===== config.mk =====
export PLATFORM = sky130hd
export DESIGN_NAME = dbus_ctl
export DESIGN_NICKNAME = d
export VERILOG_FILES = /design/src/core/dbus_pkg.sv /design/src/core/dbus_ctl.sv /design/src/core/sign_fill.sv
export VERILOG_INCLUDE_DIRS = /design/src /design/src/core
export SDC_FILE = /design/constraint.sdc
export NUM_CORES = 1
export LEC_CHECK = 0
export ABC_AREA = 0
export ABC_CLOCK_PERIOD_IN_PS = 4700
export BUFFER_PORTS_ARGS = -buffer_cell sky130_fd_sc_hd__buf_4
export CAP_MARGIN = 25
export CORE_MARGIN = 3
export CORE_UTILIZATION = 45
export CTS_CLUSTER_DIAMETER = 80
export DETAILED_ROUTE_END_ITERATION = 16
export PLACE_DENSITY = 0.79
export SLEW_MARGIN = 0
export SYNTH_ARGS = -nofsm -noshare
export SYNTH_HDL_FRONTEND = slang
export SYNTH_SLANG_ARGS = --single-unit

===== constraint.sdc =====
create_clock -name CLK_IN -period 4.7 [get_ports CLK_IN]
set_input_delay 0.94 -clock CLK_IN [delete_from_list [all_inputs] [get_ports CLK_IN]]
set_output_delay 0.94 -clock CLK_IN [all_outputs]
set_load 0.05 [all_outputs]

===== src/core/dbus_cfg.svh =====
`ifndef DBUS_CFG_SVH
`define DBUS_CFG_SVH

// Discrete register addresses
`define ADDR_OPERAND      8'h7C
`define ADDR_HALF_STAT    8'h7D
`define ADDR_STAT         8'h7E
`define ADDR_PSW_CC       8'h7F
`define ADDR_CONSOLE      8'hFC
`define ADDR_ALU_CC_WR    8'hFD
`define ADDR_ALU_CC       8'hFE
`define ADDR_PSW_CC_HI    8'hFF
`define DISCRETE_TAG      5'h1F
// Two-operand fields from here up write back
`define TWO_OP_WR_MIN     6'h20
// Transfer field codes
`define XFER_MEM_A        3'h0
`define XFER_RD_A         3'h1
`define XFER_OPND_A       3'h2
`define XFER_RD_B         3'h3
`define XFER_MEM_B        3'h4
`define XFER_OPND_B       3'h6
// Local store mirror of the status word
`define LS_PSW_ADDR       8'h1D
`define PSW_MIRROR_MASK   32'h83FF0000
// Widths and reset values
`define STAT_WIDTH        8
`define OPERAND_RST       8'h00
`define PSW_RST           32'h00000000
`define CC_RST            4'h0

`endif


===== src/core/dbus_pkg.sv =====
`default_nettype none
package dbus_pkg;

	typedef struct packed {
		logic       two_op;
		logic       transfer;
		logic [7:0] addr;
		logic [5:0] field;
	} micro_type;

	typedef struct packed {
		logic rd_operand;
		logic rd_half;
		logic rd_stat;
		logic rd_pscc;
		logic rd_console;
		logic rd_alucc;
		logic wr_operand;
		logic wr_stat;
		logic wr_pscc;
		logic wr_status_word;
		logic wr_alucc;
	} access_type;

	typedef enum logic [1:0] {
		SRC_NONE,
		SRC_OPERAND,
		SRC_MEM_BYTE,
		SRC_MEM_WORD
	} sign_src_type;

endpackage
`default_nettype wire


===== src/core/dbus_ctl.sv =====
`include "dbus_cfg.svh"
`default_nettype none
module dbus_ctl #(
	parameter int STAT_W = `STAT_WIDTH
) (
	// Clock, reset, enable
	input  wire logic                CLK_IN,
	input  wire logic                SRST_IN,
	input  wire logic                CE_IN,
	// Microinstruction and data sources
	input  wire dbus_pkg::micro_type MICRO_IN,
	input  wire logic                DATA_REQ_IN,
	input  wire logic                SIZE_BIT0_IN,
	input  wire logic [15:0]         MCB_DATA_IN,
	input  wire logic [31:0]         Y_BUS_IN,
	// Hardware updates
	input  wire logic [3:0]          ALU_FLAGS_IN,
	input  wire logic                ALU_FLAGS_LOAD_IN,
	input  wire logic                HALF_CARRY_IN,
	input  wire logic                CONSOLE_LOAD_IN,
	input  wire logic [31:0]         CONSOLE_DATA_IN,
	// Decode
	output logic                     REG_SELECT_OUT,
	output dbus_pkg::access_type     ACCESS_OUT,
	// Register read drivers
	output logic      [31:0]         DBUS_REG_OUT,
	output logic                     DBUS_LO_OE_N_OUT,
	output logic                     DBUS_HI_OE_N_OUT,
	// Sign drivers and transceiver control
	output logic      [15:0]         SIGN_UPPER_OUT,
	output logic                     SIGN_UPPER_OE_N_OUT,
	output logic      [7:0]          SIGN_B1_OUT,
	output logic                     SIGN_B1_OE_N_OUT,
	output logic                     XCVR_UPPER_OFF_OUT,
	output logic                     XCVR_B1_OFF_OUT,
	// Register contents
	output logic      [31:0]         PSW_OUT,
	output logic      [3:0]          STATUS_CC_OUT,
	output logic      [3:0]          ARITH_CC_OUT,
	output logic      [7:0]          OPERAND_OUT,
	output logic      [STAT_W-1:0]   STAT_OUT,
	// Local store mirror write
	output logic                     LS_MIRROR_WE_OUT,
	output logic      [7:0]          LS_MIRROR_ADDR_OUT,
	output logic      [31:0]         LS_MIRROR_DATA_OUT
);

	if (STAT_W < 1 || STAT_W > 32) begin : g_bad_width
		$error("STAT_W must lie between 1 and 32");
	end

	dbus_pkg::access_type   acc;
	dbus_pkg::sign_src_type src;
	logic                   sign_bit;
	logic [31:0]            rd_val;
	logic                   any_rd;

	logic [7:0]        operand_q;
	logic [STAT_W-1:0] stat_q;
	logic [31:0]       psw_q;
	logic [3:0]        pscc_q;
	logic [3:0]        alucc_q;
	logic              half_q;
	logic [31:0]       console_q;
	logic [31:0]       rd_q;
	logic              lo_oe_n_q;
	logic              hi_oe_n_q;
	logic              xu_q;
	logic              xb_q;
	logic              mirror_we_q;
	logic [31:0]       mirror_q;

	// Two-operand addresses carry only seven bits
	function automatic logic [7:0] eff_addr(input dbus_pkg::micro_type m);
		eff_addr = m.two_op ? {1'b0, m.addr[6:0]} : m.addr;
	endfunction

	function automatic logic is_discrete(input dbus_pkg::micro_type m);
		logic [7:0] a;
		a = eff_addr(m);
		is_discrete = (m.two_op | m.transfer) && (a[6:2] == `DISCRETE_TAG);
	endfunction

	function automatic dbus_pkg::access_type decode(input dbus_pkg::micro_type m);
		dbus_pkg::access_type a;
		logic [2:0] xf;
		logic       rd_ok;
		logic       wr_ok;
		a  = '0;
		xf = m.field[2:0];
		if (m.two_op) begin
			rd_ok = 1'b1;
			wr_ok = (m.field >= `TWO_OP_WR_MIN);
		end else begin
			rd_ok = !(xf == `XFER_MEM_A || xf == `XFER_MEM_B);
			wr_ok = !(xf == `XFER_RD_A || xf == `XFER_OPND_A || xf == `XFER_RD_B);
		end
		if (m.transfer && (xf == `XFER_OPND_A || xf == `XFER_OPND_B)) begin
			a.rd_operand = 1'b1;
		end else if (is_discrete(m)) begin
			case (eff_addr(m))
				`ADDR_OPERAND: begin
					a.rd_operand = rd_ok;
					a.wr_operand = wr_ok;
				end
				`ADDR_HALF_STAT: begin
					a.rd_half = rd_ok;
					a.wr_stat = wr_ok;
				end
				`ADDR_STAT: begin
					a.rd_stat = rd_ok;
					a.wr_stat = wr_ok;
				end
				`ADDR_PSW_CC, `ADDR_PSW_CC_HI: begin
					a.rd_pscc = rd_ok;
					a.wr_pscc = wr_ok;
					a.wr_status_word = wr_ok & m.transfer;
				end
				`ADDR_CONSOLE: begin
					a.rd_console     = rd_ok;
					a.wr_pscc        = wr_ok;
					a.wr_status_word = wr_ok;
				end
				`ADDR_ALU_CC_WR: begin
					a.wr_alucc = wr_ok;
				end
				`ADDR_ALU_CC: begin
					a.rd_alucc = rd_ok;
					a.wr_alucc = wr_ok;
				end
				default: begin
					a = '0;
				end
			endcase
		end
		decode = a;
	endfunction

	assign acc            = decode(MICRO_IN);
	assign ACCESS_OUT     = acc;
	assign REG_SELECT_OUT = is_discrete(MICRO_IN);

	// Memory data owns the bus over any operand read in the same cycle
	always_comb begin
		src = dbus_pkg::SRC_NONE;
		if (MICRO_IN.transfer && DATA_REQ_IN) begin
			src = SIZE_BIT0_IN ? dbus_pkg::SRC_MEM_WORD : dbus_pkg::SRC_MEM_BYTE;
		end else if (acc.rd_operand) begin
			src = dbus_pkg::SRC_OPERAND;
		end
	end

	always_comb begin
		case (src)
			dbus_pkg::SRC_MEM_WORD: sign_bit = MCB_DATA_IN[15];
			dbus_pkg::SRC_MEM_BYTE: sign_bit = MCB_DATA_IN[7];
			default:                sign_bit = operand_q[7];
		endcase
	end

	sign_fill i_sign_fill (
		.clk_in         (CLK_IN),
		.srst_in        (SRST_IN),
		.ce_in          (CE_IN),
		.sign_in        (sign_bit),
		.en_upper_in    (src != dbus_pkg::SRC_NONE),
		.en_b1_in       (src == dbus_pkg::SRC_OPERAND || src == dbus_pkg::SRC_MEM_BYTE),
		.upper_out      (SIGN_UPPER_OUT),
		.upper_oe_n_out (SIGN_UPPER_OE_N_OUT),
		.b1_out         (SIGN_B1_OUT),
		.b1_oe_n_out    (SIGN_B1_OE_N_OUT)
	);

	// Transceivers released only while sign drivers own the high lines
	always_ff @(posedge CLK_IN) begin
		if (SRST_IN) begin
			xu_q <= 1'b0;
			xb_q <= 1'b0;
		end else if (CE_IN) begin
			xu_q <= (src == dbus_pkg::SRC_MEM_BYTE || src == dbus_pkg::SRC_MEM_WORD);
			xb_q <= (src == dbus_pkg::SRC_MEM_BYTE);
		end
	end

	always_comb begin
		rd_val = 32'h00000000;
		case (1'b1)
			acc.rd_operand: rd_val = {24'h000000, operand_q};
			acc.rd_half:  rd_val = {31'h00000000, half_q};
			acc.rd_stat:  rd_val = 32'(stat_q);
			acc.rd_pscc:  rd_val = {28'h0000000, pscc_q};
			acc.rd_console: rd_val = console_q;
			acc.rd_alucc: rd_val = {28'h0000000, alucc_q};
			default:      rd_val = 32'h00000000;
		endcase
	end

	assign any_rd = acc.rd_operand | acc.rd_half | acc.rd_stat | acc.rd_pscc
		| acc.rd_console | acc.rd_alucc;

	// Read data held for the microcycle after the decode; operand high lines left to sign fill
	always_ff @(posedge CLK_IN) begin
		if (SRST_IN) begin
			rd_q      <= 32'h00000000;
			lo_oe_n_q <= 1'b1;
			hi_oe_n_q <= 1'b1;
		end else if (CE_IN) begin
			rd_q      <= rd_val;
			lo_oe_n_q <= ~any_rd;
			hi_oe_n_q <= ~(any_rd & ~acc.rd_operand);
		end
	end

	always_ff @(posedge CLK_IN) begin
		if (SRST_IN) begin
			operand_q <= `OPERAND_RST;
		end else if (CE_IN && acc.wr_operand) begin
			operand_q <= Y_BUS_IN[7:0];
		end
	end

	always_ff @(posedge CLK_IN) begin
		if (SRST_IN) begin
			stat_q <= '0;
		end else if (CE_IN && acc.wr_stat) begin
			stat_q <= Y_BUS_IN[STAT_W-1:0];
		end
	end

	// Discrete status word; mode and level bits mirrored to local store
	always_ff @(posedge CLK_IN) begin
		if (SRST_IN) begin
			psw_q       <= `PSW_RST;
			mirror_we_q <= 1'b0;
			mirror_q    <= 32'h00000000;
		end else if (CE_IN) begin
			mirror_we_q <= acc.wr_status_word;
			if (acc.wr_status_word) begin
				psw_q    <= Y_BUS_IN;
				mirror_q <= Y_BUS_IN & `PSW_MIRROR_MASK;
			end
		end
	end

	// Condition codes never reach the mirror, so a save must read them first
	always_ff @(posedge CLK_IN) begin
		if (SRST_IN) begin
			pscc_q <= `CC_RST;
		end else if (CE_IN && acc.wr_pscc) begin
			pscc_q <= Y_BUS_IN[3:0];
		end
	end

	// A microcode write overrides a same-cycle hardware flag load
	always_ff @(posedge CLK_IN) begin
		if (SRST_IN) begin
			alucc_q <= `CC_RST;
		end else if (CE_IN && acc.wr_alucc) begin
			alucc_q <= Y_BUS_IN[3:0];
		end else if (CE_IN && ALU_FLAGS_LOAD_IN) begin
			alucc_q <= ALU_FLAGS_IN;
		end
	end

	always_ff @(posedge CLK_IN) begin
		if (SRST_IN) begin
			half_q <= 1'b0;
			console_q <= 32'h00000000;
		end else if (CE_IN) begin
			half_q <= HALF_CARRY_IN;
			if (CONSOLE_LOAD_IN) begin
				console_q <= CONSOLE_DATA_IN;
			end
		end
	end

	assign DBUS_REG_OUT       = rd_q;
	assign DBUS_LO_OE_N_OUT   = lo_oe_n_q;
	assign DBUS_HI_OE_N_OUT   = hi_oe_n_q;
	assign XCVR_UPPER_OFF_OUT = xu_q;
	assign XCVR_B1_OFF_OUT    = xb_q;
	assign PSW_OUT            = {psw_q[31:4], pscc_q};
	assign STATUS_CC_OUT      = pscc_q;
	assign ARITH_CC_OUT       = alucc_q;
	assign OPERAND_OUT        = operand_q;
	assign STAT_OUT           = stat_q;
	assign LS_MIRROR_WE_OUT   = mirror_we_q;
	assign LS_MIRROR_ADDR_OUT = `LS_PSW_ADDR;
	assign LS_MIRROR_DATA_OUT = mirror_q;

	logic [2:0] xf_w;
	assign xf_w = MICRO_IN.field[2:0];
endmodule // dbus_ctl
`default_nettype wire


===== src/core/sign_fill.sv =====
`default_nettype none
module sign_fill (
	// Clock, reset, enable
	input  wire logic        clk_in,
	input  wire logic        srst_in,
	input  wire logic        ce_in,
	// Selected sign and enables
	input  wire logic        sign_in,
	input  wire logic        en_upper_in,
	input  wire logic        en_b1_in,
	// Driver groups
	output logic      [15:0] upper_out,
	output logic             upper_oe_n_out,
	output logic      [7:0]  b1_out,
	output logic             b1_oe_n_out
);

	// Two latch groups, each with its own enable
	always_ff @(posedge clk_in) begin
		if (srst_in) begin
			upper_out      <= 16'h0000;
			upper_oe_n_out <= 1'b1;
		end else if (ce_in) begin
			upper_out      <= {16{sign_in}};
			upper_oe_n_out <= ~en_upper_in;
		end
	end

	always_ff @(posedge clk_in) begin
		if (srst_in) begin
			b1_out      <= 8'h00;
			b1_oe_n_out <= 1'b1;
		end else if (ce_in) begin
			b1_out      <= {8{sign_in}};
			b1_oe_n_out <= ~en_b1_in;
		end
	end

endmodule // sign_fill
`default_nettype wire


======== Word-level counts from Yosys, hierarchy flattened ========
Index checks and enable logic that the tools add are counted.
word-level totals
  register bits ........................... 141
  bits of input ports ..................... 108
operators by class
  $lt $le $gt $ge ......................... 1
  equality and inequality tests ........... 17
  mux-type cells .......................... 28
  bitwise logic cells ..................... 13
  reduce and logical (&&, ||, !) cells .... 24
operator list
  cell                                                                   count
  32-bit 2-to-1 mux                                                      5
  8-bit by 7-bit equality test with 1-bit output, second input constant  4
  8-bit equality test, second input constant                             4
  1-bit 2-to-1 mux                                                       14
  4-bit 2-to-1 mux                                                       3
  11-bit 2-to-1 mux                                                      1
  10-bit 2-to-1 mux                                                      1
  1-bit logical AND                                                      8
  8-bit 2-to-1 mux                                                       1
  3-bit by 2-bit equality test with 1-bit output, second input constant  2
  3-bit equality test, second input constant                             2
  6-bit >= comparator, second input constant                             1
  1-bit logical OR                                                       6
  1-bit bitwise OR                                                       6
  2-bit OR reduction                                                     3
  5-bit equality test, second input constant                             1
  1-bit NOT                                                              5
  2-bit equality test, second input constant                             2
  2-bit one-hot mux with 2 select lines                                  1
  2-bit AND reduction                                                    2
  2-bit nonzero test                                                     2
  3-bit by 1-bit equality test with 1-bit output, second input constant  1
  3-bit zero test                                                        1
  1-bit bitwise AND                                                      2
  other kinds (4)                                                        5

======== Depth between registers and ports, before layout ========
  depth after elaboration ................. 16
  depth in mapped cells ................... 10
  depth with buffers taken out ............ 6

======== By module ========
A second synthesis with hierarchy kept.
second synthesis, totals
  cell total of the unflattened synthesis .. 652
  area total of the unflattened synthesis .. 5422.7 um^2
by module, submodules not included
  module     instances  cells each  area each (um^2)  sequential area each (um^2)
  dbus_ctl   1          618         5141.2            2442.3
  sign_fill  1          34          281.5             60.1

======== Worst setup path after synthesis ========
No wires, ideal clock.
  kind .................................... input-to-output
  start ................................... in MICRO_IN[15] (netlist name)
  end ..................................... out ACCESS_OUT[1] (netlist name)
  data arrival time ....................... 4244 ps
  data required time ...................... 3760 ps
  path slack .............................. -484 ps
  cell stages on the path ................. 5
  path buffers ............................ 1
  cell sequence ........................... buf_6 > or4b_1 > a21oi_1 > nor4b_1 > nor2b_1
RTL lines
  element             line            text
  start: declaration  dbus_ctl.sv:11  input wire dbus_pkg::micro_type MICRO_IN,
  end: declaration    dbus_ctl.sv:24  output dbus_pkg::access_type ACCESS_OUT,

==> impl_metrics.json <==
{
  "critPathMaxStageDelay_ns": 0.50,
  "drt-vias-per-instance": 5.13,
  "worst-path-buf-inv": 3,
  "antenna_found_initial": 0,
  "cts_hold_buffers": 0,
  "clock_tree.buffer_depth": 2,
  "cts-resized-gates": 0,
  "outcome": "finished, final reports clean",
  "postCtsSetupRepairBufs": 0,
  "finalMaxSlewViolations": 0,
  "rows": 39,
  "postRouteWirelength_um": 15800,
  "fmax_mhz": 275,
  "placed_cells": 951,
  "cts_tree": "built",
  "p_total_w": 0.00295,
  "antenna_cells": 0,
  "multiInputGateArea_um2": 2360,
  "dr.pass1.iters": 6,
  "synth_top_area_cell": "dfxtp_1",
  "cp_max_fo": 13,
  "syn-cell-area_um2": 5500,
  "crit_family": "simple AND/OR/NAND/NOR gates",
  "dr_wl_met2_um": 7730,
  "ys_ff_latch": 125,
  "io_buffers": 233,
  "synth_edf_count": 0,
  "grt_overflow": 0,
  "gp_congestion": 0.895,
  "fin_cells": 983,
  "synth_area_leaders": "dfxtp_1, buf_4, mux2i_1",
  "clk_latency_ns": 0.41,
  "routed.top_layer": "met4",
  "worstPathRequired_ns": 3.76,
  "relSlewSlack_pct": 41.7,
  "synth-async-reset-ratio_pct": 0,
  "powerDensity_nw_per_um2": 389,
  "wire_per_inst_um": 16.1,
  "core_area_um2": 11700,
  "fin_skew_ns": 0.00656,
  "initial_core_util_pct": 47.1,
  "ys_types": 50,
  "synthCells": 651,
  "setup_tns_ns": 0,
  "grt_max_degree": 76,
  "synthFlopType": "dfxtp_1",
  "cp_data_arrival_time_ns": 2.69,
  "clock_sinks": 125,
  "die_area_um2": 13600,
  "register_area_um2": 2500,
  "critical_path.cell_chain": "buf_4 -> o211ai_1 -> or3b_1 -> or3_1 -> inv_2 -> buf_4",
  "vias": 5042,
  "die_x_um": 117,
  "min_period_over_period_pct": 77.3,
  "setup-violations-final": 0,
  "drtIter0Drc": 360,
  "met3WireLength_um": 1370,
  "numCtsBuffers": 17,
  "ys_warn_count": 0,
  "setup_slack_ns": 1.07,
  "drc": 0,
  "dp_hpwl_um": 11000,
  "hold_class": "flop to flop",
  "track_usage_pct": 22.7,
  "synth_top_area_share_pct": 45.5,
  "crit_type": "primary input to output port",
  "whs_ns": 0.452,
  "cap_violations": 0,
  "worst_setup_path_end_kind": "output port",
  "slowest_stage": "or3b_1",
  "drive_gt1_share_pct": 33.3,
  "m1WireLength_um": 6410,
  "die_height_um": 117,
  "tightest_slew_ns": 0.875,
  "rsz0062_at_grt": "false",
  "io_pins": 279,
  "num-nets-final": 935,
  "cts_root_buffer": "clkbuf_16",
  "hold_viol": 0,
  "ir_worst_vdd_v": 0.000241,
  "place_ws_ns": 1.11,
  "grt_pass1_wl_um": 23800,
  "post-route-min-period_ns": 3.63,
  "synth-seq-area-share_pct": 45.5,
  "ant_nets": 0,
  "clk_pin_slew_ns": 0.05,
  "grt_pass1_vias": 4648,
  "htree_levels": 4,
  "cpMostUsedCell": "buf_4",
  "critPathLaunchType": "primary input",
  "syn_avg_cell_area_um2": 8.44,
  "p_leak_nw": 3.40,
  "fill_cells": 1018,
  "areaGrowthSynthToFinish_pct": 38.0
}
==> synth_stat cells (all sizes together) (3+ instances only) <==
cell    number
a211oi       6
a21oi       70
a221o        3
a221oi      10
a31oi        3
buf         78
clkbuf      32
dfxtp      125
inv         11
mux2i       50
nand2      104
nand2b       4
nand3       27
nand3b       3
nor2        68
nor3         7
o21ai       12
o22ai        3
or3          3
==> flip-flops by register name, summed over array words and instances, names as in the netlist <==
register                    count
ARITH_CC_OUT                    4
DBUS_HI_OE_N_OUT                1
DBUS_LO_OE_N_OUT                1
DBUS_REG_OUT                   32
LS_MIRROR_WE_OUT                1
OPERAND_OUT                     8
STATUS_CC_OUT                   4
STAT_OUT                        8
XCVR_B1_OFF_OUT                 1
XCVR_UPPER_OFF_OUT              1
console_q                      32
half_q                          1
i_sign_fill.b1_oe_n_out         1
i_sign_fill.b1_out              1
i_sign_fill.upper_oe_n_out      1
psw_q                          28
==> worst register-to-register path, delay by kind of cell, from the launching register on <==
kind | cells | cell delay (ns)
AND/OR/NAND/NOR | 1 | 0.22
flip-flops | 1 | 0.36
AO/OA/AOI/OAI | 4 | 0.61
==> cell type report <==
class	count	share of cell area, %
sequential	125	33.0
multi-input combinational	432	31.1
timing repair buffer	240	23.8
clock buffer	20	6.15
clock inverter	12	3.13
tap	143	2.36
inverter	11	0.544
==> logic make-up after synthesis <==
family	count (synthesis)	share of synthesized area, %
DFF	125	45.5
and+or+nand+nor	234	18.6
other	2	0.137
AOI/OAI and AO/OA	118	12.8
muxes	50	9.11
buffers and inverters	121	13.7
xor gates and xnor gates	1	0.159
==> placed cells by master, fill, tap and decap left out, drive strengths merged, types with 4 or more instances in the layout <==
master	n
mux2i	50
dfxtp	125
nand3	27
nand2b	4
nand2	104
nor2	68
buf	240
a221oi	10
clkbuf	20
inv	11
clkinv	4
o21ai	12
nor3	7
a211oi	6
a21oi	70
conb	29
bufinv	7
==> layer usage <==
metal,track usage [%],up-vias
li1,-,2458
met5,0,-
met4,9.90,0
met2,37.2,231
met1,27.8,2324
met3,6.53,29
==> final timing paths <==
path,from,slack [ns],cells after the start,endpoint
max,MICRO_IN[14],1.07,6,ACCESS_OUT[8]
min,console_q[9],0.45,2,console_q[9]
max reg2reg,ARITH_CC_OUT[3],3.42,5,DBUS_REG_OUT[3]
min reg2reg,console_q[9],0.45,2,console_q[9]
==> through the flow <==
| stage | util (%) | instance area [um2] |
|---|---|---|
| 2_1_floorplan | - | 5600 |
| 5_1_grt | 65.0 | 7580 |
| 6_report | 65.0 | 7580 |
| 4_1_cts | 65.0 | 7580 |
| 3_5_place_dp | 59.0 | 6880 |
| 3_3_place_gp | 59.0 | 6880 |
==> power by group <==
group          leakage [nW]  switching, W  internal, W
Clock                 0.346      0.000465      0.00109
Sequential             1.01     0.0000135      0.00108
Combinational          2.04      0.000205    0.0000983
(Power assumes the default switching activity.)
